$ cat src/cpf_pkg.sv
// Purpose: Shared types and constants for the cell protection fault logic
// Assumes: 50 MHz system clock, 10 kHz delay tick derived from it
// Notes:   All delay counts are in ticks of the 10 kHz time base
//
// How it works
// RQ1: Charge overcurrent delay is strapped as 4, 6, 8 or 16 ms.
// RQ2: Load short delay is fixed at 250 us, no strap.
// RQ3: A detected fault runs its delay timer, then drops its FET gate.
// RQ4: A released fault runs a recovery timer; gate returns if undisturbed.
// RQ5: Normal mode drives both gate enables on.
// RQ6: Cell above overcharge threshold past its delay drops the charge gate.
// RQ7: Overcharge with sense above charge limit releases below release level.
// RQ8: Overcharge with load present releases below the overcharge threshold.
// RQ9: Charger still present keeps overcharge until sense passes discharge limit.
// RQ10: Discharge overcurrent and short detection off while cell over threshold; the code blinds them so only in overcharge mode, not in normal mode.
// RQ11: Cell below over-discharge threshold past its delay drops discharge gate.
// RQ12: Over-discharge pulls sense up, sink off, power-down within 1.3 V.
// RQ13: Charger with sense below -0.7 V releases above over-discharge threshold.
// RQ14: Charger with sense above -0.7 V needs the release level too.
// RQ15: Discharge overcurrent past delay drops discharge gate, sink on, pull-up off.
// RQ16: Discharge overcurrent ends once sense is 1 V or more below the cell.
// RQ17: Charge overcurrent past delay drops charge gate until sense returns.
// RQ18: No charge overcurrent check in over-discharge; both sense paths off in it.
// RQ19: Zero-volt charging runs with charge overcurrent check overridden.
// RQ20: Below the inhibit level the charge gate is held off.
// RQ21: All delay timers count a 10 kHz internal tick.
// RQ22: Short above its threshold trips on its shorter delay.
// RQ23: Overcharge delay is strapped as 0.25, 1.00, 1.25 or 4.50 s.
// RQ24: Over-discharge delay is strapped as 20, 96, 125 or 144 ms.
// RQ25: Discharge overcurrent delay is strapped as 8, 16, 20 or 48 ms.
// RQ26: Timers count ticks while true and clear when the condition drops.

package cpf_pkg;

  // ----------------------------------------------------------------
  // Time base
  // ----------------------------------------------------------------
  localparam int CLK_HZ       = 50_000_000;
  localparam int TICK_HZ      = 10_000;
  localparam int TICK_DIV_DEF = CLK_HZ / TICK_HZ;
  localparam int US_PER_TICK  = 1_000_000 / TICK_HZ;
  localparam int DIV_W        = 13;
  localparam int CNT_W        = 16;

  // ----------------------------------------------------------------
  // Delay options in microseconds
  // ----------------------------------------------------------------
  localparam int OVPD_US [4] = '{250_000, 1_000_000, 1_250_000, 4_500_000};
  localparam int UVPD_US [4] = '{20_000, 96_000, 125_000, 144_000};
  localparam int OCDD_US [4] = '{8_000, 16_000, 20_000, 48_000};
  localparam int OCCD_US [4] = '{4_000, 6_000, 8_000, 16_000};
  localparam int SCCD_US     = 250;
  localparam int REC_US      = 2_000;

  // Least times round up to whole ticks
  function automatic logic [CNT_W-1:0] to_ticks(input int us);
    return CNT_W'((us + US_PER_TICK - 1) / US_PER_TICK);
  endfunction

  // ----------------------------------------------------------------
  // Timer channels and modes
  // ----------------------------------------------------------------
  localparam int CH_OVP = 0;
  localparam int CH_UVP = 1;
  localparam int CH_OCD = 2;
  localparam int CH_SCC = 3;
  localparam int CH_OCC = 4;
  localparam int CH_REC = 5;
  localparam int NCH    = 6;

  typedef enum logic [2:0] {
    MODE_NORMAL, MODE_OVERCHARGE, MODE_OVER_DISCH,
    MODE_DISCH_OC, MODE_CHARGE_OC
  } cpf_mode_t;

  // ----------------------------------------------------------------
  // Carriers
  // ----------------------------------------------------------------
  typedef struct packed {
    logic cell_above_ovp;  logic cell_above_ovp_rel;
    logic cell_below_uvp;  logic cell_above_uvp_rel;
    logic cell_below_inh;  logic sense_ge_ocd;
    logic sense_ge_scc;    logic sense_below_occ;
    logic sense_far;       logic sense_below_neg;
    logic sense_le_cell_m1v;
  } cpf_cmp_t;

  typedef struct packed {
    logic [1:0] ovp_sel; logic [1:0] uvp_sel;
    logic [1:0] ocd_sel; logic [1:0] occ_sel;
  } cpf_strap_t;

  typedef struct packed {
    logic charge_gate_drive;  logic discharge_gate_drive;
    logic sense_pullup_en;    logic sense_sink_en;
    logic power_down;
  } cpf_drive_t;

  typedef struct packed {
    logic overcharge_fault;   logic over_discharge_fault;
    logic discharge_overcurrent_fault;
    logic load_short_fault;   logic charge_overcurrent_fault;
    logic zero_volt_charging;
  } cpf_flags_t;

  localparam int CMP_W   = $bits(cpf_cmp_t);
  localparam int STRAP_W = $bits(cpf_strap_t);

endpackage

$ cat src/cpf_sync.sv
// Purpose: Two-stage synchroniser for asynchronous comparator levels
// Assumes: Inputs are slow levels, not pulses
// Notes:   No reset; first stage feeds only the second stage
`timescale 1ns/1ns

module cpf_sync #(
  parameter int W = 8
) (
  // Clock
  input  wire logic         sys_clk,
  // Levels in and out
  input  wire logic [W-1:0] d,
  output var  logic [W-1:0] q
);

  typedef struct packed {
    logic [W-1:0] s1;
    logic [W-1:0] s2;
  } cpf_sync_t;

  cpf_sync_t s;
  cpf_sync_t next_s;

  // Shift one stage per edge
  always_comb begin
    next_s.s1 = d;
    next_s.s2 = s.s1;
  end

  always_ff @(posedge sys_clk) begin
    s <= next_s;
  end

  assign q = s.s2;

endmodule

$ cat src/cpf_delay_timer.sv
// Purpose: One delay timer counting 10 kHz ticks while its condition holds
// Assumes: tick is a one-cycle pulse on sys_clk
// Notes:   done rises in the same cycle as the count reaches limit
`timescale 1ns/1ns

module cpf_delay_timer (
  // Clock and reset
  input  wire logic                    sys_clk,
  input  wire logic                    reset,
  // Control
  input  wire logic                    tick,
  input  wire logic                    cond,
  input  wire logic                    clr,
  input  wire logic [cpf_pkg::CNT_W-1:0] limit,
  // Result
  output var  logic                    done
);

  typedef struct packed {
    logic [cpf_pkg::CNT_W-1:0] cnt;
    logic                      done;
  } cpf_tmr_t;

  cpf_tmr_t s;
  cpf_tmr_t next_s;

  // Count while true, restart on any drop
  always_comb begin
    next_s = s;
    if (clr || !cond) begin
      next_s.cnt = '0;                                   // RQ26
    end else if (tick && (s.cnt < limit)) begin
      next_s.cnt = s.cnt + 1'b1;                         // RQ21
    end
    next_s.done = cond && !clr && (next_s.cnt >= limit); // RQ3
  end

  always_ff @(posedge sys_clk) begin
    if (reset) begin
      s <= '0;
    end else begin
      s <= next_s;
    end
  end

  assign done = s.done;

  a_done_needs_cond: assert property (@(posedge sys_clk) // RQ26
    disable iff (reset) s.done |-> $past(cond))
    else $error("timer done without condition");
  a_drop_clears: assert property (@(posedge sys_clk) // RQ26
    disable iff (reset) !cond |=> (s.cnt == '0) && !s.done)
    else $error("timer not cleared");

endmodule

$ cat src/cpf_fault_fsm.sv
// Purpose: Fault detection and recovery for a single-cell protector
// Assumes: Comparator and strap inputs arrive asynchronously
// Notes:   Straps are caught while reset is held
`timescale 1ns/1ns

module cpf_fault_fsm #(
  parameter int TICK_DIV = cpf_pkg::TICK_DIV_DEF
) (
  // Clock and reset
  input  wire logic                sys_clk,
  input  wire logic                reset,
  // Comparator results and factory straps
  input  wire cpf_pkg::cpf_cmp_t   cmp,
  input  wire cpf_pkg::cpf_strap_t strap,
  // FET gates and sense pin control
  output var  cpf_pkg::cpf_drive_t drive,
  // Fault status
  output var  cpf_pkg::cpf_flags_t flags
);

  // ----------------------------------------------------------------
  // State
  // ----------------------------------------------------------------
  typedef struct packed {
    cpf_pkg::cpf_mode_t          mode;
    logic [cpf_pkg::DIV_W-1:0]   div;
    logic                        tick;
    cpf_pkg::cpf_strap_t         strap;
    cpf_pkg::cpf_drive_t         drive;
    cpf_pkg::cpf_flags_t         flags;
  } cpf_fsm_t;

  cpf_fsm_t s;
  cpf_fsm_t next_s;

  localparam logic [cpf_pkg::DIV_W-1:0] DIV_LAST =
    cpf_pkg::DIV_W'(TICK_DIV - 1);

  // ----------------------------------------------------------------
  // Input synchronisers
  // ----------------------------------------------------------------
  logic [cpf_pkg::CMP_W+cpf_pkg::STRAP_W-1:0] sync_q;
  cpf_pkg::cpf_cmp_t                          c;
  cpf_pkg::cpf_strap_t                        strap_s;

  cpf_sync #(
    .W (cpf_pkg::CMP_W + cpf_pkg::STRAP_W)
  ) u_sync (
    .sys_clk (sys_clk),
    .d       ({cmp, strap}),
    .q       (sync_q)
  );

  // Split the synchronised word back into its carriers
  assign c       = sync_q[cpf_pkg::CMP_W+cpf_pkg::STRAP_W-1:
                          cpf_pkg::STRAP_W];
  assign strap_s = sync_q[cpf_pkg::STRAP_W-1:0];

  // ----------------------------------------------------------------
  // Timer conditions, limits and clear
  // ----------------------------------------------------------------
  logic [cpf_pkg::NCH-1:0]   tcond;
  logic [cpf_pkg::NCH-1:0]   tdone;
  logic [cpf_pkg::CNT_W-1:0] lim [cpf_pkg::NCH];
  logic                      mode_chg;
  logic                      normal;
  logic                      ocd_ok;
  logic                      charger;

  // Delay limits; all but short and recovery picked by the straps caught at reset
  always_comb begin
    lim[cpf_pkg::CH_OVP] = cpf_pkg::to_ticks(
      cpf_pkg::OVPD_US[s.strap.ovp_sel]);                // RQ23
    lim[cpf_pkg::CH_UVP] = cpf_pkg::to_ticks(
      cpf_pkg::UVPD_US[s.strap.uvp_sel]);                // RQ24
    lim[cpf_pkg::CH_OCD] = cpf_pkg::to_ticks(
      cpf_pkg::OCDD_US[s.strap.ocd_sel]);                // RQ25
    lim[cpf_pkg::CH_SCC] = cpf_pkg::to_ticks(
      cpf_pkg::SCCD_US);                                 // RQ2
    lim[cpf_pkg::CH_OCC] = cpf_pkg::to_ticks(
      cpf_pkg::OCCD_US[s.strap.occ_sel]);                // RQ1
    lim[cpf_pkg::CH_REC] = cpf_pkg::to_ticks(
      cpf_pkg::REC_US);
  end

  // A charger pulls sense well away from the cell
  assign charger = c.sense_far;
  assign normal  = (s.mode == cpf_pkg::MODE_NORMAL);
  // Load tests stay blind in overcharge while the cell sits over threshold
  assign ocd_ok  = normal ||
                   ((s.mode == cpf_pkg::MODE_OVERCHARGE) &&
                    !c.cell_above_ovp);                  // RQ10

  // Detection and recovery conditions per channel
  always_comb begin
    tcond = '0;
    tcond[cpf_pkg::CH_OVP] = normal && c.cell_above_ovp; // RQ6
    tcond[cpf_pkg::CH_UVP] = normal && c.cell_below_uvp; // RQ11
    tcond[cpf_pkg::CH_OCD] = ocd_ok && c.sense_ge_ocd;   // RQ15
    tcond[cpf_pkg::CH_SCC] = ocd_ok && c.sense_ge_scc;   // RQ22
    // Over-discharge never reaches this, normal gates it
    tcond[cpf_pkg::CH_OCC] = normal &&
                             c.sense_below_occ;          // RQ17 RQ18
    case (s.mode)
      cpf_pkg::MODE_OVERCHARGE: begin
        // Charger present blocks both release paths
        tcond[cpf_pkg::CH_REC] =
          (!c.sense_below_occ && !c.sense_ge_ocd &&
           !c.cell_above_ovp_rel) ||                     // RQ7 RQ9
          (c.sense_ge_ocd && !c.cell_above_ovp);         // RQ8
      end
      cpf_pkg::MODE_OVER_DISCH: begin
        tcond[cpf_pkg::CH_REC] = charger &&
          (c.sense_below_neg ? !c.cell_below_uvp         // RQ13
                             : c.cell_above_uvp_rel);    // RQ14 RQ19
      end
      cpf_pkg::MODE_DISCH_OC: begin
        tcond[cpf_pkg::CH_REC] = c.sense_le_cell_m1v;    // RQ16
      end
      cpf_pkg::MODE_CHARGE_OC: begin
        tcond[cpf_pkg::CH_REC] = !c.sense_below_occ;     // RQ17
      end
      default: begin
        tcond[cpf_pkg::CH_REC] = 1'b0;
      end
    endcase
  end

  // Any mode change restarts every timer from zero
  assign mode_chg = (next_s.mode != s.mode);

  // ----------------------------------------------------------------
  // Delay timers
  // ----------------------------------------------------------------
  genvar gi;
  generate
    for (gi = 0; gi < cpf_pkg::NCH; gi++) begin : g_tmr
      cpf_delay_timer u_tmr (
        .sys_clk (sys_clk),
        .reset   (reset),
        .tick    (s.tick),
        .cond    (tcond[gi]),
        .clr     (mode_chg),
        .limit   (lim[gi]),
        .done    (tdone[gi])
      );
    end
  endgenerate

  // ----------------------------------------------------------------
  // Next state
  // ----------------------------------------------------------------
  always_comb begin
    next_s = s;
    // Free-running 10 kHz time base
    next_s.tick = (s.div == DIV_LAST);                   // RQ21
    next_s.div  = next_s.tick ? '0 : s.div + 1'b1;
    // Short or overcurrent first, then overcharge, over-discharge, charge overcurrent
    case (s.mode)
      cpf_pkg::MODE_NORMAL: begin
        if (tdone[cpf_pkg::CH_SCC] ||
            tdone[cpf_pkg::CH_OCD]) begin
          next_s.mode = cpf_pkg::MODE_DISCH_OC;          // RQ22 RQ15
        end else if (tdone[cpf_pkg::CH_OVP]) begin
          next_s.mode = cpf_pkg::MODE_OVERCHARGE;        // RQ6
        end else if (tdone[cpf_pkg::CH_UVP]) begin
          next_s.mode = cpf_pkg::MODE_OVER_DISCH;        // RQ11
        end else if (tdone[cpf_pkg::CH_OCC]) begin
          next_s.mode = cpf_pkg::MODE_CHARGE_OC;         // RQ17
        end
      end
      cpf_pkg::MODE_OVERCHARGE: begin
        if (tdone[cpf_pkg::CH_SCC] ||
            tdone[cpf_pkg::CH_OCD]) begin
          next_s.mode = cpf_pkg::MODE_DISCH_OC;          // RQ10
        end else if (tdone[cpf_pkg::CH_REC]) begin
          next_s.mode = cpf_pkg::MODE_NORMAL;            // RQ4
        end
      end
      cpf_pkg::MODE_OVER_DISCH,
      cpf_pkg::MODE_DISCH_OC,
      cpf_pkg::MODE_CHARGE_OC: begin
        if (tdone[cpf_pkg::CH_REC]) begin
          next_s.mode = cpf_pkg::MODE_NORMAL;            // RQ4
        end
      end
      default: begin
        next_s.mode = cpf_pkg::MODE_NORMAL;
      end
    endcase

    // Gates and sense control follow the coming mode
    next_s.drive = '0;
    next_s.flags = '0;
    case (next_s.mode)
      cpf_pkg::MODE_NORMAL: begin
        next_s.drive.charge_gate_drive    = 1'b1;        // RQ5
        next_s.drive.discharge_gate_drive = 1'b1;        // RQ5
      end
      cpf_pkg::MODE_OVERCHARGE: begin
        next_s.drive.discharge_gate_drive = 1'b1;
        next_s.flags.overcharge_fault     = 1'b1;        // RQ6
      end
      cpf_pkg::MODE_OVER_DISCH: begin
        // Charging stays open so a charger can lift the cell
        next_s.drive.charge_gate_drive    = 1'b1;        // RQ19
        next_s.drive.sense_pullup_en      = 1'b1;        // RQ12
        next_s.drive.power_down           = !charger;    // RQ12
        next_s.flags.over_discharge_fault = 1'b1;        // RQ11
        next_s.flags.zero_volt_charging   = charger &&
          c.cell_below_uvp;                              // RQ19
      end
      cpf_pkg::MODE_DISCH_OC: begin
        next_s.drive.charge_gate_drive    = 1'b1;
        next_s.drive.sense_sink_en        = 1'b1;        // RQ15
        next_s.flags.discharge_overcurrent_fault = 1'b1;
        // Keep the short flag once taken, or on entry
        next_s.flags.load_short_fault =
          (s.mode == cpf_pkg::MODE_DISCH_OC) ?
          s.flags.load_short_fault : tdone[cpf_pkg::CH_SCC];
      end
      cpf_pkg::MODE_CHARGE_OC: begin
        next_s.drive.discharge_gate_drive = 1'b1;        // RQ18
        next_s.flags.charge_overcurrent_fault = 1'b1;
      end
      default: begin
        next_s.drive = '0;
      end
    endcase
    // Shorted cell: never let charge current in
    if (c.cell_below_inh) begin
      next_s.drive.charge_gate_drive  = 1'b0;            // RQ20
      next_s.flags.zero_volt_charging = 1'b0;
    end
  end

  // ----------------------------------------------------------------
  // Registers
  // ----------------------------------------------------------------
  // Straps are followed while reset is held, then frozen
  always_ff @(posedge sys_clk) begin
    if (reset) begin
      s       <= '0;
      s.mode  <= cpf_pkg::MODE_NORMAL;
      s.strap <= strap_s;
    end else begin
      s <= next_s;
    end
  end

  assign drive = s.drive;
  assign flags = s.flags;

  // ----------------------------------------------------------------
  // Checks
  // ----------------------------------------------------------------
  logic inh_q;
  logic far_q;
  logic [cpf_pkg::DIV_W-1:0] tick_gap;

  // Helper copies and tick spacing counter; all ones at reset so
  // the first tick after release also lands on DIV_LAST
  always_ff @(posedge sys_clk) begin
    inh_q    <= c.cell_below_inh;
    far_q    <= charger;
    tick_gap <= reset ? '1 : (s.tick ? '0 : tick_gap + 1'b1);
  end

  a_gates_normal: assert property (@(posedge sys_clk) // RQ5
    disable iff (reset)
    !$past(reset) && (s.mode == cpf_pkg::MODE_NORMAL) && !inh_q |->
      drive.charge_gate_drive && drive.discharge_gate_drive)
    else $error("normal mode gate off");

  a_ovp_charge_off: assert property (@(posedge sys_clk) // RQ6
    disable iff (reset)
    (s.mode == cpf_pkg::MODE_OVERCHARGE) |->
      !drive.charge_gate_drive && flags.overcharge_fault)
    else $error("charge gate on in overcharge");

  a_odis_sense: assert property (@(posedge sys_clk) // RQ12
    disable iff (reset)
    (s.mode == cpf_pkg::MODE_OVER_DISCH) |->
      !drive.discharge_gate_drive && drive.sense_pullup_en &&
      !drive.sense_sink_en && (drive.power_down == !far_q))
    else $error("over-discharge sense control wrong");

  a_doc_sink: assert property (@(posedge sys_clk) // RQ15
    disable iff (reset)
    (s.mode == cpf_pkg::MODE_DISCH_OC) |->
      !drive.discharge_gate_drive && drive.sense_sink_en &&
      !drive.sense_pullup_en)
    else $error("discharge overcurrent control wrong");

  a_coc_paths_off: assert property (@(posedge sys_clk) // RQ18
    disable iff (reset)
    (s.mode == cpf_pkg::MODE_CHARGE_OC) |->
      !drive.charge_gate_drive && !drive.sense_sink_en &&
      !drive.sense_pullup_en)
    else $error("charge overcurrent control wrong");

  a_inhibit_gate: assert property (@(posedge sys_clk) // RQ20
    disable iff (reset)
    inh_q |-> !drive.charge_gate_drive)
    else $error("charge gate on below inhibit");

  a_short_fast: assert property (@(posedge sys_clk) // RQ22
    disable iff (reset)
    normal && tdone[cpf_pkg::CH_SCC] |=>
      (s.mode == cpf_pkg::MODE_DISCH_OC) &&
      flags.load_short_fault)
    else $error("short not tripped");

  a_recover_ok: assert property (@(posedge sys_clk) // RQ4
    disable iff (reset)
    !normal && tdone[cpf_pkg::CH_REC] &&
    !tdone[cpf_pkg::CH_SCC] && !tdone[cpf_pkg::CH_OCD] |=>
      (s.mode == cpf_pkg::MODE_NORMAL))
    else $error("recovery did not restore normal");

  a_ovp_load_blind: assert property (@(posedge sys_clk) // RQ10
    disable iff (reset)
    (s.mode == cpf_pkg::MODE_OVERCHARGE) && c.cell_above_ovp |->
      !tcond[cpf_pkg::CH_OCD] && !tcond[cpf_pkg::CH_SCC])
    else $error("load detection active over threshold");

  a_tick_period: assert property (@(posedge sys_clk) // RQ21
    disable iff (reset)
    s.tick |-> tick_gap == DIV_LAST)
    else $error("tick spacing wrong");

  a_no_occ_odis: assert property (@(posedge sys_clk) // RQ18
    disable iff (reset)
    (s.mode == cpf_pkg::MODE_OVER_DISCH) |=>
      (s.mode != cpf_pkg::MODE_CHARGE_OC))
    else $error("charge overcurrent from over-discharge");

endmodule

$ cat config.mk
export PLATFORM = sky130hd
export DESIGN_NAME = cpf_fault_fsm
export DESIGN_NICKNAME = d
export VERILOG_FILES = /design/src/cpf_pkg.sv /design/src/cpf_sync.sv /design/src/cpf_delay_timer.sv /design/src/cpf_fault_fsm.sv
export SDC_FILE = /design/constraint.sdc
export NUM_CORES = 1
export LEC_CHECK = 0
export BUFFER_PORTS_ARGS = -buffer_cell sky130_fd_sc_hd__buf_2
export CAP_MARGIN = 25
export CORE_MARGIN = 8
export CORE_UTILIZATION = 58
export CTS_CLUSTER_SIZE = 40
export DETAILED_ROUTE_END_ITERATION = 10
export PLACE_DENSITY = 0.78
export SLEW_MARGIN = 5
export SYNTH_ARGS = -nofsm -noshare
export SYNTH_HDL_FRONTEND = slang
export SYNTH_SLANG_ARGS = --single-unit
$ cat constraint.sdc
create_clock -name sys_clk -period 8.4 [get_ports sys_clk]
set_clock_uncertainty 0.2 [all_clocks]
set_input_delay 0.84 -clock sys_clk [delete_from_list [all_inputs] [get_ports sys_clk]]
set_output_delay 0.84 -clock sys_clk [all_outputs]
set_load 0.01 [all_outputs]
# == After elaboration in Yosys (flattened, before gate mapping) ==
# Index checks and enable logic that the tools add are counted.
# classes
n_reduce_logical,61
n_eq_ne,10
n_mux,41
order_cmp,16
multipliers,0
add_sub_neg,15
shifts,0
bitwise,6
div,4
# op_table
operator,n
$bmux W32 S2,4
$mux W32,8
$mux W16,12
$add A32 B8 Y32 const B,4
$div A32 B8 Y32 const B,4
$sub A32 B2 Y32 const B,4
$add A16 B1 Y16 const B,6
$ge A16 B16 Y1,4
$lt A16 B16 Y1,4
$logic_and A1 B1 Y1,29
$mux W3,6
$ge A16 B2 Y1 const B,1
$ge A16 B5 Y1 const B,1
$lt A16 B2 Y1 const B,1
$lt A16 B5 Y1 const B,1
$add A13 B1 Y13 const B,1
$eq A13 B13 Y1 const B,1
$logic_not A1 Y1,13
$eq A3 B2 Y1 const B,4
$ge A3 B3 Y1 const B,4
$not A2 Y3,4
$reduce_or A3 Y1,4
$logic_or A1 B1 Y1,9
$pmux W3 S3,1
9 further kinds,23
# totals
inputBits,21
memories,0
reg_bits,175
output_inout_bits,11
latch_bits,0
rom_bits,0
ram_bits,0
word_cells,184

# == Logic depth before layout (Yosys ltp) ==
# Gate-level depths: netlist of the first run.
# depth
word_depth,13
mapped_depth,44
ltp_nobuf,41

# == Hierarchy ==
# Synthesis of the first run repeated with hierarchy kept, for this count alone.
# unflattened
cells_unflattened,1980
area_unflattened_um2,16246.8
# by_module_without_submodules
mod,instances,seq_area_each_um2,cells_each,area_per_inst_um2
cpf_delay_timer (g_tmr[3].u_tmr ...),3,340.3,224,1810.5
cpf_delay_timer (g_tmr[0].u_tmr ...),3,340.3,198,1692.9
cpf_fault_fsm,1,760.7,676,4976.0
cpf_sync,1,760.7,38,760.7

# == Least setup slack after synthesis of the first run ==
# OpenSTA, ideal clock, no wires.
# synth_path
path_kind,reg-to-reg
from,"reg s, in the netlist next_s[18]"
to,"reg g_tmr[0].u_tmr.s, in the netlist g_tmr[0].u_tmr.done"
arrival_time_ps,7584
stages_incl_launch_ff,43
setup_slack_ps,488
setup_ps,128
period_less_slack_ps,7912
path_cell_list,edfxtp_1 > inv_1 > ha_1 > inv_1 > ha_1 > clkbuf_1 > o311a_4 > nand4_2 > inv_2 > a311o_1 > or2_1 > a311oi_1 > nor3_4 > a21oi_4 > buf_2 > a21oi_1 > ha_1 > a21o_1 > [... 7 more ...] > nand3_1 > ha_1 > nand2b_1 > a21o_1 > a21o_1 > a21o_1 > a21o_1 > a21o_1 > a21o_1 > a21o_1 > a21o_1 > a21o_1 > a21oi_1 > nor2b_1 > o21ai_0 > a21oi_1 > o21ai_0 > a21oi_1
# synth_between
elab_chain_cells,13
# synth_lines
element,line,rtl
from (decl),cpf_fault_fsm.sv:33,cpf_fsm_t s;
from (signal assigned),cpf_fault_fsm.sv:247,s <= next_s;
$not A2 Y3 (not written as such) (*),cpf_fault_fsm.sv:73,cpf_pkg::OVPD_US[s.strap.ovp_sel]);
$bmux W32 S2 (*),cpf_fault_fsm.sv:73,
$mux W32 (not written as such) (*) (2 in a row),cpf_fault_fsm.sv:73,
$add A32 B8 Y32 (*),cpf_pkg.sv:57,return CNT_W'((us + US_PER_TICK - 1) / US_PER_TICK);
$sub A32 B2 Y32 (*),cpf_pkg.sv:57,
$div A32 B8 Y32 (*),cpf_pkg.sv:57,
$lt A16 B16 Y1,cpf_delay_timer.sv:32,end else if (tick && (s.cnt < limit)) begin
$logic_and A1 B1 Y1,cpf_delay_timer.sv:32,
$mux W16,cpf_delay_timer.sv:32,
$mux W16,cpf_delay_timer.sv:30,if (clr || !cond) begin
$ge A16 B16 Y1 (*),cpf_delay_timer.sv:35,next_s.done = cond && !clr && (next_s.cnt >= limit);
$logic_and A1 B1 Y1 (*),cpf_delay_timer.sv:35,
to (signal assigned),cpf_delay_timer.sv:42,s <= next_s;
to (decl),cpf_delay_timer.sv:24,cpf_tmr_t s;
# Mark *: on every way between the ends. The rest lies on a longest branch, timed or not. The select of a mux whose other input is x is not followed.
# A chain may end at the register's enable or synchronous reset.

# == Final worst setup path of the first run ==
# layout_path
from,"reg s, in the netlist next_s[17]"
to,"reg g_tmr[0].u_tmr.s, in the netlist g_tmr[0].u_tmr.done"
# The elaborated chain is that of the path after synthesis.

==> results.yml, run 1 <==
worst_setup_path:
  worstPathMaxFanout: 9
  rr_startpoint: "next_s[17]"
  worstSetupPathType: "flop to flop"
  r2r_setup_slack_ns: 0.30
  crit_top_cell: "a21o_1"
  cpPeakStageDelay_ns: 0.47
  cp-end-kind: "flop"
  cp_num_buf_inv: 3
  crit_family: "compound AO/OA/AOI/OAI gates"
  timing.rr.end: "g_tmr[0].u_tmr.done"
  required_ns: 8.51
  cp_slowest_cell: "edfxtp_1"
  startpoint_type: "flop"
  arrival_ns: 8.21
  r2r_cells: 39
clock_tree:
  clock_path_buffers: 2
  path_clk_slew_ns: 0.07
  root_buffer: "clkbuf_16"
  cts_sinks: 174
  cts_tree: "done"
  insertion_delay_ns: 0.44
  cts_inserted_buffers: 17
  htreeDepth: 4
final_layout:
  multi_input_area_um2: 8280
  fin_cells: 1816
  syn2layout_area_growth_pct: 12.1
  antenna_cells: 0
  num-fill-cells: 1683
  regArea_um2: 3560
  drive_above_1_share_pct: 12.3
  nets: 1704
power_and_ir_drop:
  combPwrFrac_pct: 19.1
  sw_frac_of_total_pct: 31.5
  ir_drop_mv: 0.161
  seq_power_share_pct: 41.2
  power.switching_mw: 0.653
  intPower_mw: 1.42
  p_per_area_nw_per_um2: 151
  p_leak_nw: 5.84
  p_clk_share_pct: 39.7
status:
  status: "finished clean"
yosys:
  syn_area_um2: 12200
  yosysMostFrequentCell: "nor2_1"
  ys.flop_type: "dfxtp_1"
  ys_ff_latch: 174
  yosysTopAreaCellShare_pct: 27.2
  synth_area_leaders: "dfxtp_1 (27%), ha_1 (16%), nor2_1 (6.0%), xnor2_1 (4.0%), a21oi_1 (3.1%)"
  yosys.area.top_type: "dfxtp_1"
  netlist_instances: 1475
  synth_cell_types: 87
  seq_area_frac_synth_pct: 29.2
  synthTopCellsByCount: "nor2_1 (194), dfxtp_1 (166), ha_1 (155)"
  async_flop_share_pct: 0
  synth_warnings: 0
  synth_edf_count: 8
  avgSynthCellArea_um2: 8.27
timing:
  relSlewSlack_pct: 51.4
  fmax_mhz: 123
  layout_worst_path_cycle_share_pct: 96.4
  slew_viol_final: 0
  setup-violations-final: 0
  tightest_slew_ns: 0.711
  hold_slack_ns: 0.127
  hold_viol: 0
  fin_crit_ns: 8.10
global_route:
  grt_pass1_vias: 10107
  use_met2_pct: 35.6
  met3_usage_pct: 3.51
  grt_pass1_wl_mm: 47.4
  grt-busiest-layer: "met2"
  grt_overflow_total: 0
  grt_util_met1_pct: 27.8
  grt_max_degree: 31
  antenna_found_initial: 0
  grt.total_usage_pct: 21.4
die:
  fp.dieH_um: 161
  boundaryPins: 32
  fp-row-count: 53
  core_um2: 20800
  dieWidth_um: 161
  dieArea_um2: 25900
  start_util_pct: 58.6
route:
  via_per_inst: 5.94
  vias: 10791
  route.antenna.remaining_nets: 0
  drtIter0Drc: 854
  dr.pass1.iters: 5
  wl_per_cell_um: 15.8
  drc_errors: 0
  drt-total-wl_mm: 28.7
placement:
  place_inst: 1758
  dp_hpwl_mm: 20.6
  portBuffers: 31
  gp_congestion: 0.910
hold_path:
  hold_end: "u_sync.q[5]"
  hold_depth: 0
  hold_start: "u_sync.next_s[5]"
  hold_path.class: "flop to flop"
run:
  cap_violations: 0
==> final cells by class <==
class	instances	share of cell area (%)
multi-input combinational	1174	60.5
sequential	174	26.1
timing repair buffer	86	4.15
clock buffer	17	3.11
tap	275	2.52
inverter	75	2.10
clock inverter	15	1.51
==> power by group through the flow <==
stage	Sequential [mW]	Combinational, mW	Clock, mW
floorplan	0.869	0.273	0
global placement	0.872	0.353	0
detailed placement	0.873	0.357	0
CTS	0.854	0.358	0.833
global route	0.855	0.436	0.875
finish	0.853	0.396	0.821
==> worst max-delay path by stage <==
stage | slack (ns) | depth (start not counted) | to | start
final | 0.30 | 39 | g_tmr[0].u_tmr.done | next_s[17]
after global routing | -0.12 | 40 | g_tmr[0].u_tmr.done | next_s[18]
after CTS | 0.09 | 39 | g_tmr[0].u_tmr.done | next_s[17]
after detailed placement | 0.17 | 40 | g_tmr[0].u_tmr.done | next_s[17]
after global placement | 0.35 | 40 | g_tmr[0].u_tmr.done | next_s[17]
after floorplan | 0.49 | 42 | g_tmr[0].u_tmr.done | next_s[18]
==> state kept, by name, summed over array words and instances, names as in the netlist <==
register,count
g_tmr.u_tmr.done,6
u_sync.q,19
flags,5
g_tmr.u_tmr.s,96
u_sync.next_s,19
s,17
drive,4
next_s,8
==> metrics by stage <==
stage | setup TNS (ns) | setup slack (ns) | instance area [um^2] | utilization [%] | total power [mW]
2_1_floorplan | 0 | 0.488 | 12200 | - | 1.14
3_3_place_gp | 0 | 0.353 | 12700 | 60.8 | 1.23
3_5_place_dp | 0 | 0.165 | 12700 | 60.8 | 1.23
5_1_grt | -0.118 | -0.118 | 13700 | 65.7 | 2.17
6_report | 0 | 0.300 | 13700 | 65.7 | 2.07
4_1_cts | 0 | 0.0921 | 13300 | 63.8 | 2.05
==> cell usage in the layout, fill, tap and decap left out, types with 10 or more instances in the layout <==
cell | synthesis | final
nor2_1 | 194 | 193
dfxtp_1 | 166 | 166
ha_1 | 155 | 148
nand2_1 | 91 | 90
a21oi_1 | 75 | 74
inv_1 | 72 | 67
o21ai_0 | 63 | 62
xnor2_1 | 56 | 56
buf_4 | 12 | 55
and2_1 | 52 | 52
nand3_1 | 44 | 44
nor3_1 | 39 | 37
buf_2 | 7 | 31
nor2b_1 | 29 | 28
nand2b_1 | 27 | 27
nor4_1 | 26 | 25
a21o_1 | 25 | 25
nand4_1 | 21 | 21
a31oi_1 | 19 | 19
clkbuf_16 | 0 | 17
o21a_1 | 16 | 16
xor2_1 | 15 | 15
mux2i_1 | 12 | 12
o211ai_1 | 11 | 11
and3_1 | 11 | 11
o221ai_1 | 10 | 10
a211oi_1 | 10 | 10
==> layer usage <==
metal | share of wire [%] | wire length, um | vias to the layer above
met3 | 4.5 | 1300 | 57
met1 | 46 | 13200 | 5056
met4 | 2.1 | 614 | 0
li1 | - | - | 5369
met2 | 47 | 13500 | 309
met5 | 0 | 0 | -
==> repair_timing <==
action | in CTS | in global routing
resized for setup | 0 | 38
endpoints found under the setup margin | 0 | 2
hold buffers | 0 | 0
buffers inserted | 0 | 26
==> cells by family after synthesis <==
logic type	after synthesis	share of synthesized area, %
buffers and inverters	131	4.53
and+or+nand+nor	594	24.8
adders and majority gates	155	15.9
muxes	14	1.17
xor gates and xnor gates	71	5.10
other	2	0.0616
DFF	174	29.2
AOI/OAI and AO/OA	334	19.2
Note: power is estimated with default switching activity, not from simulation.
==> inputs of run 2 (changes only) <==
--- a/config.mk
+++ b/config.mk
@@ -7,11 +7,13 @@
 export LEC_CHECK = 0
 export BUFFER_PORTS_ARGS = -buffer_cell sky130_fd_sc_hd__buf_2
 export CAP_MARGIN = 25
+export CELL_PAD_IN_SITES_DETAIL_PLACEMENT = 1
+export CELL_PAD_IN_SITES_GLOBAL_PLACEMENT = 1
 export CORE_MARGIN = 8
-export CORE_UTILIZATION = 58
+export CORE_UTILIZATION = 44
 export CTS_CLUSTER_SIZE = 40
 export DETAILED_ROUTE_END_ITERATION = 10
-export PLACE_DENSITY = 0.78
+export PLACE_DENSITY_LB_ADDON = 0.1
 export SLEW_MARGIN = 5
 export SYNTH_ARGS = -nofsm -noshare
 export SYNTH_HDL_FRONTEND = slang
==> run 2 against run 1 <==
  * Clock power increased by 2%
  * Cell count up 5.3%
  * Register-to-register slack better by 0.04 ns
  * Sequential share of layout area fell by 0.18 points
  * Sequential power barely moved
  * Critical endpoint unchanged
==> results.yml, run 2 (same netlist as run 1, synthesis figures left out) <==
final_layout:
  syn2layout_area_growth_pct: 12.9
  regMostFlops: "g_tmr.u_tmr.s"
  regArea_um2: 3560
  drive_above_1_share_pct: 12.3
  largest_register_ff_count: 96
  multi_input_area_um2: 8310
  nets: 1697
  fin_util_pct: 50.0
  mostFrequentLayoutCell: "nor2_1"
  antenna_cells: 0
  final_cell_mix: "nor2_1 (194), dfxtp_1 (166), ha_1 (148), nand2_1 (89), a21oi_1 (74)"
  num-fill-cells: 3312
worst_setup_path:
  startpoint_type: "flop"
  crit_top_cell: "a21o_1"
  r2r_setup_slack_ns: 0.34
  worstPathMaxFanout: 6
  cp_slowest_cell: "or4b_4"
  arrival_ns: 8.18
  worstSetupPathType: "flop to flop"
  r2r_cells: 38
  cp-end-kind: "flop"
  cpPeakStageDelay_ns: 0.54
  required_ns: 8.52
clock_tree:
  insertion_delay_ns: 0.45
  root_buffer: "clkbuf_16"
  cts_tree: "done"
  cts_hold_buf: 0
  path_clk_slew_ns: 0.09
  clock_path_buffers: 2
  htreeDepth: 4
  cts_sinks: 174
  cts_inserted_buffers: 17
placement:
  portBuffers: 31
  preCtsSetupSlack_ns: -0.0118
  gp_congestion: 0.869
  dp_hpwl_mm: 24.7
die:
  dieWidth_um: 182
  boundaryPins: 32
  fp-row-count: 61
  start_util_pct: 44.3
  core_um2: 27600
  fp.dieH_um: 182
  dieArea_um2: 33300
route:
  route.antenna.remaining_nets: 0
  drt-total-wl_mm: 33.6
  via_per_inst: 5.62
  dr.pass1.iters: 5
  drc_errors: 0
  vias: 10754
  drtIter0Drc: 451
  wl_per_cell_um: 17.6
hold_path:
  hold_path.class: "flop to flop"
  hold_depth: 0
timing:
  fmax_mhz: 124
  hold_viol: 0
  fin_crit_ns: 8.06
  relSlewSlack_pct: 47.3
  rsz0062_at_grt: "true"
  layout_worst_path_cycle_share_pct: 96.0
  tightest_slew_ns: 0.791
  setup_ws_ns: 0.337
  slew_viol_final: 0
  setup-violations-final: 0
power_and_ir_drop:
  p_per_area_nw_per_um2: 153
  ir_drop_mv: 0.125
  p_leak_nw: 5.80
global_route:
  grt_max_degree: 31
  antenna_found_initial: 0
  met3_usage_pct: 2.78
  grt_overflow_total: 0
  grt_pass1_wl_mm: 55.1
  grt_util_met1_pct: 26.2
  grt.total_usage_pct: 19.8
  grt-busiest-layer: "met2"
  grt_pass1_vias: 10967
  use_met2_pct: 33.2
status:
  status: "finished clean"
run:
  cap_violations: 0
run 2: layout make-up:
class,count,area share (%)
multi-input combinational,1175,60.3
clock inverter,15,1.47
sequential,174,25.9
tap,378,3.43
timing repair buffer,78,3.74
clock buffer,17,3.09
inverter,75,2.04
run 2: worst paths after layout:
kind / from / to
setup / recovery: next_s[18] / g_tmr[0].u_tmr.done
hold / removal: u_sync.next_s[11] / u_sync.q[11]
setup reg to reg: next_s[18] / g_tmr[0].u_tmr.done
hold reg to reg: u_sync.next_s[11] / u_sync.q[11]
run 2: power by group:
group          leakage (nW)  switching [mW]  total, mW  internal, mW
Clock                 0.299           0.423      0.837         0.414
Combinational          4.07           0.252      0.410         0.158
Sequential             1.43         0.00912      0.853         0.844
run 2: metal layers:
metal	up-vias	wire length [um]
met5	-	0
met4	0	452
met3	36	777
met2	138	16000
met1	5231	16400
li1	5349	-
run 2: worst max-delay path, delay by kind of cell (launching register included):
family | cells | cell delay [ns]
simple gates | 13 | 2.93
buf+inv | 1 | 0.20
flops | 1 | 0.47
compound gates | 20 | 3.02
xor+xnor | 1 | 0.17
fa+ha+maj | 3 | 0.96
run 2: stage by stage:
stage,power [mW],TNS [ns],hold slack [ns],area [um^2],cells
4_1_cts,2.09,0,0.127,13400,1888
3_3_place_gp,1.23,0,0.110,12700,1856
6_report,2.10,0,0.124,13800,1912
2_1_floorplan,1.14,0,0.110,12200,1479
3_5_place_dp,1.24,-0.0118,0.113,12700,1856
5_1_grt,2.20,-0.183,0.139,13800,1912
run 2: what timing repair did:
action,4_1_cts,5_1_grt
setup buffers,0,23
pin swaps,0,12
setup endpoints to repair,1,2
resized for setup,2,40
hold endpoints to repair,0,0
gates cloned,0,1
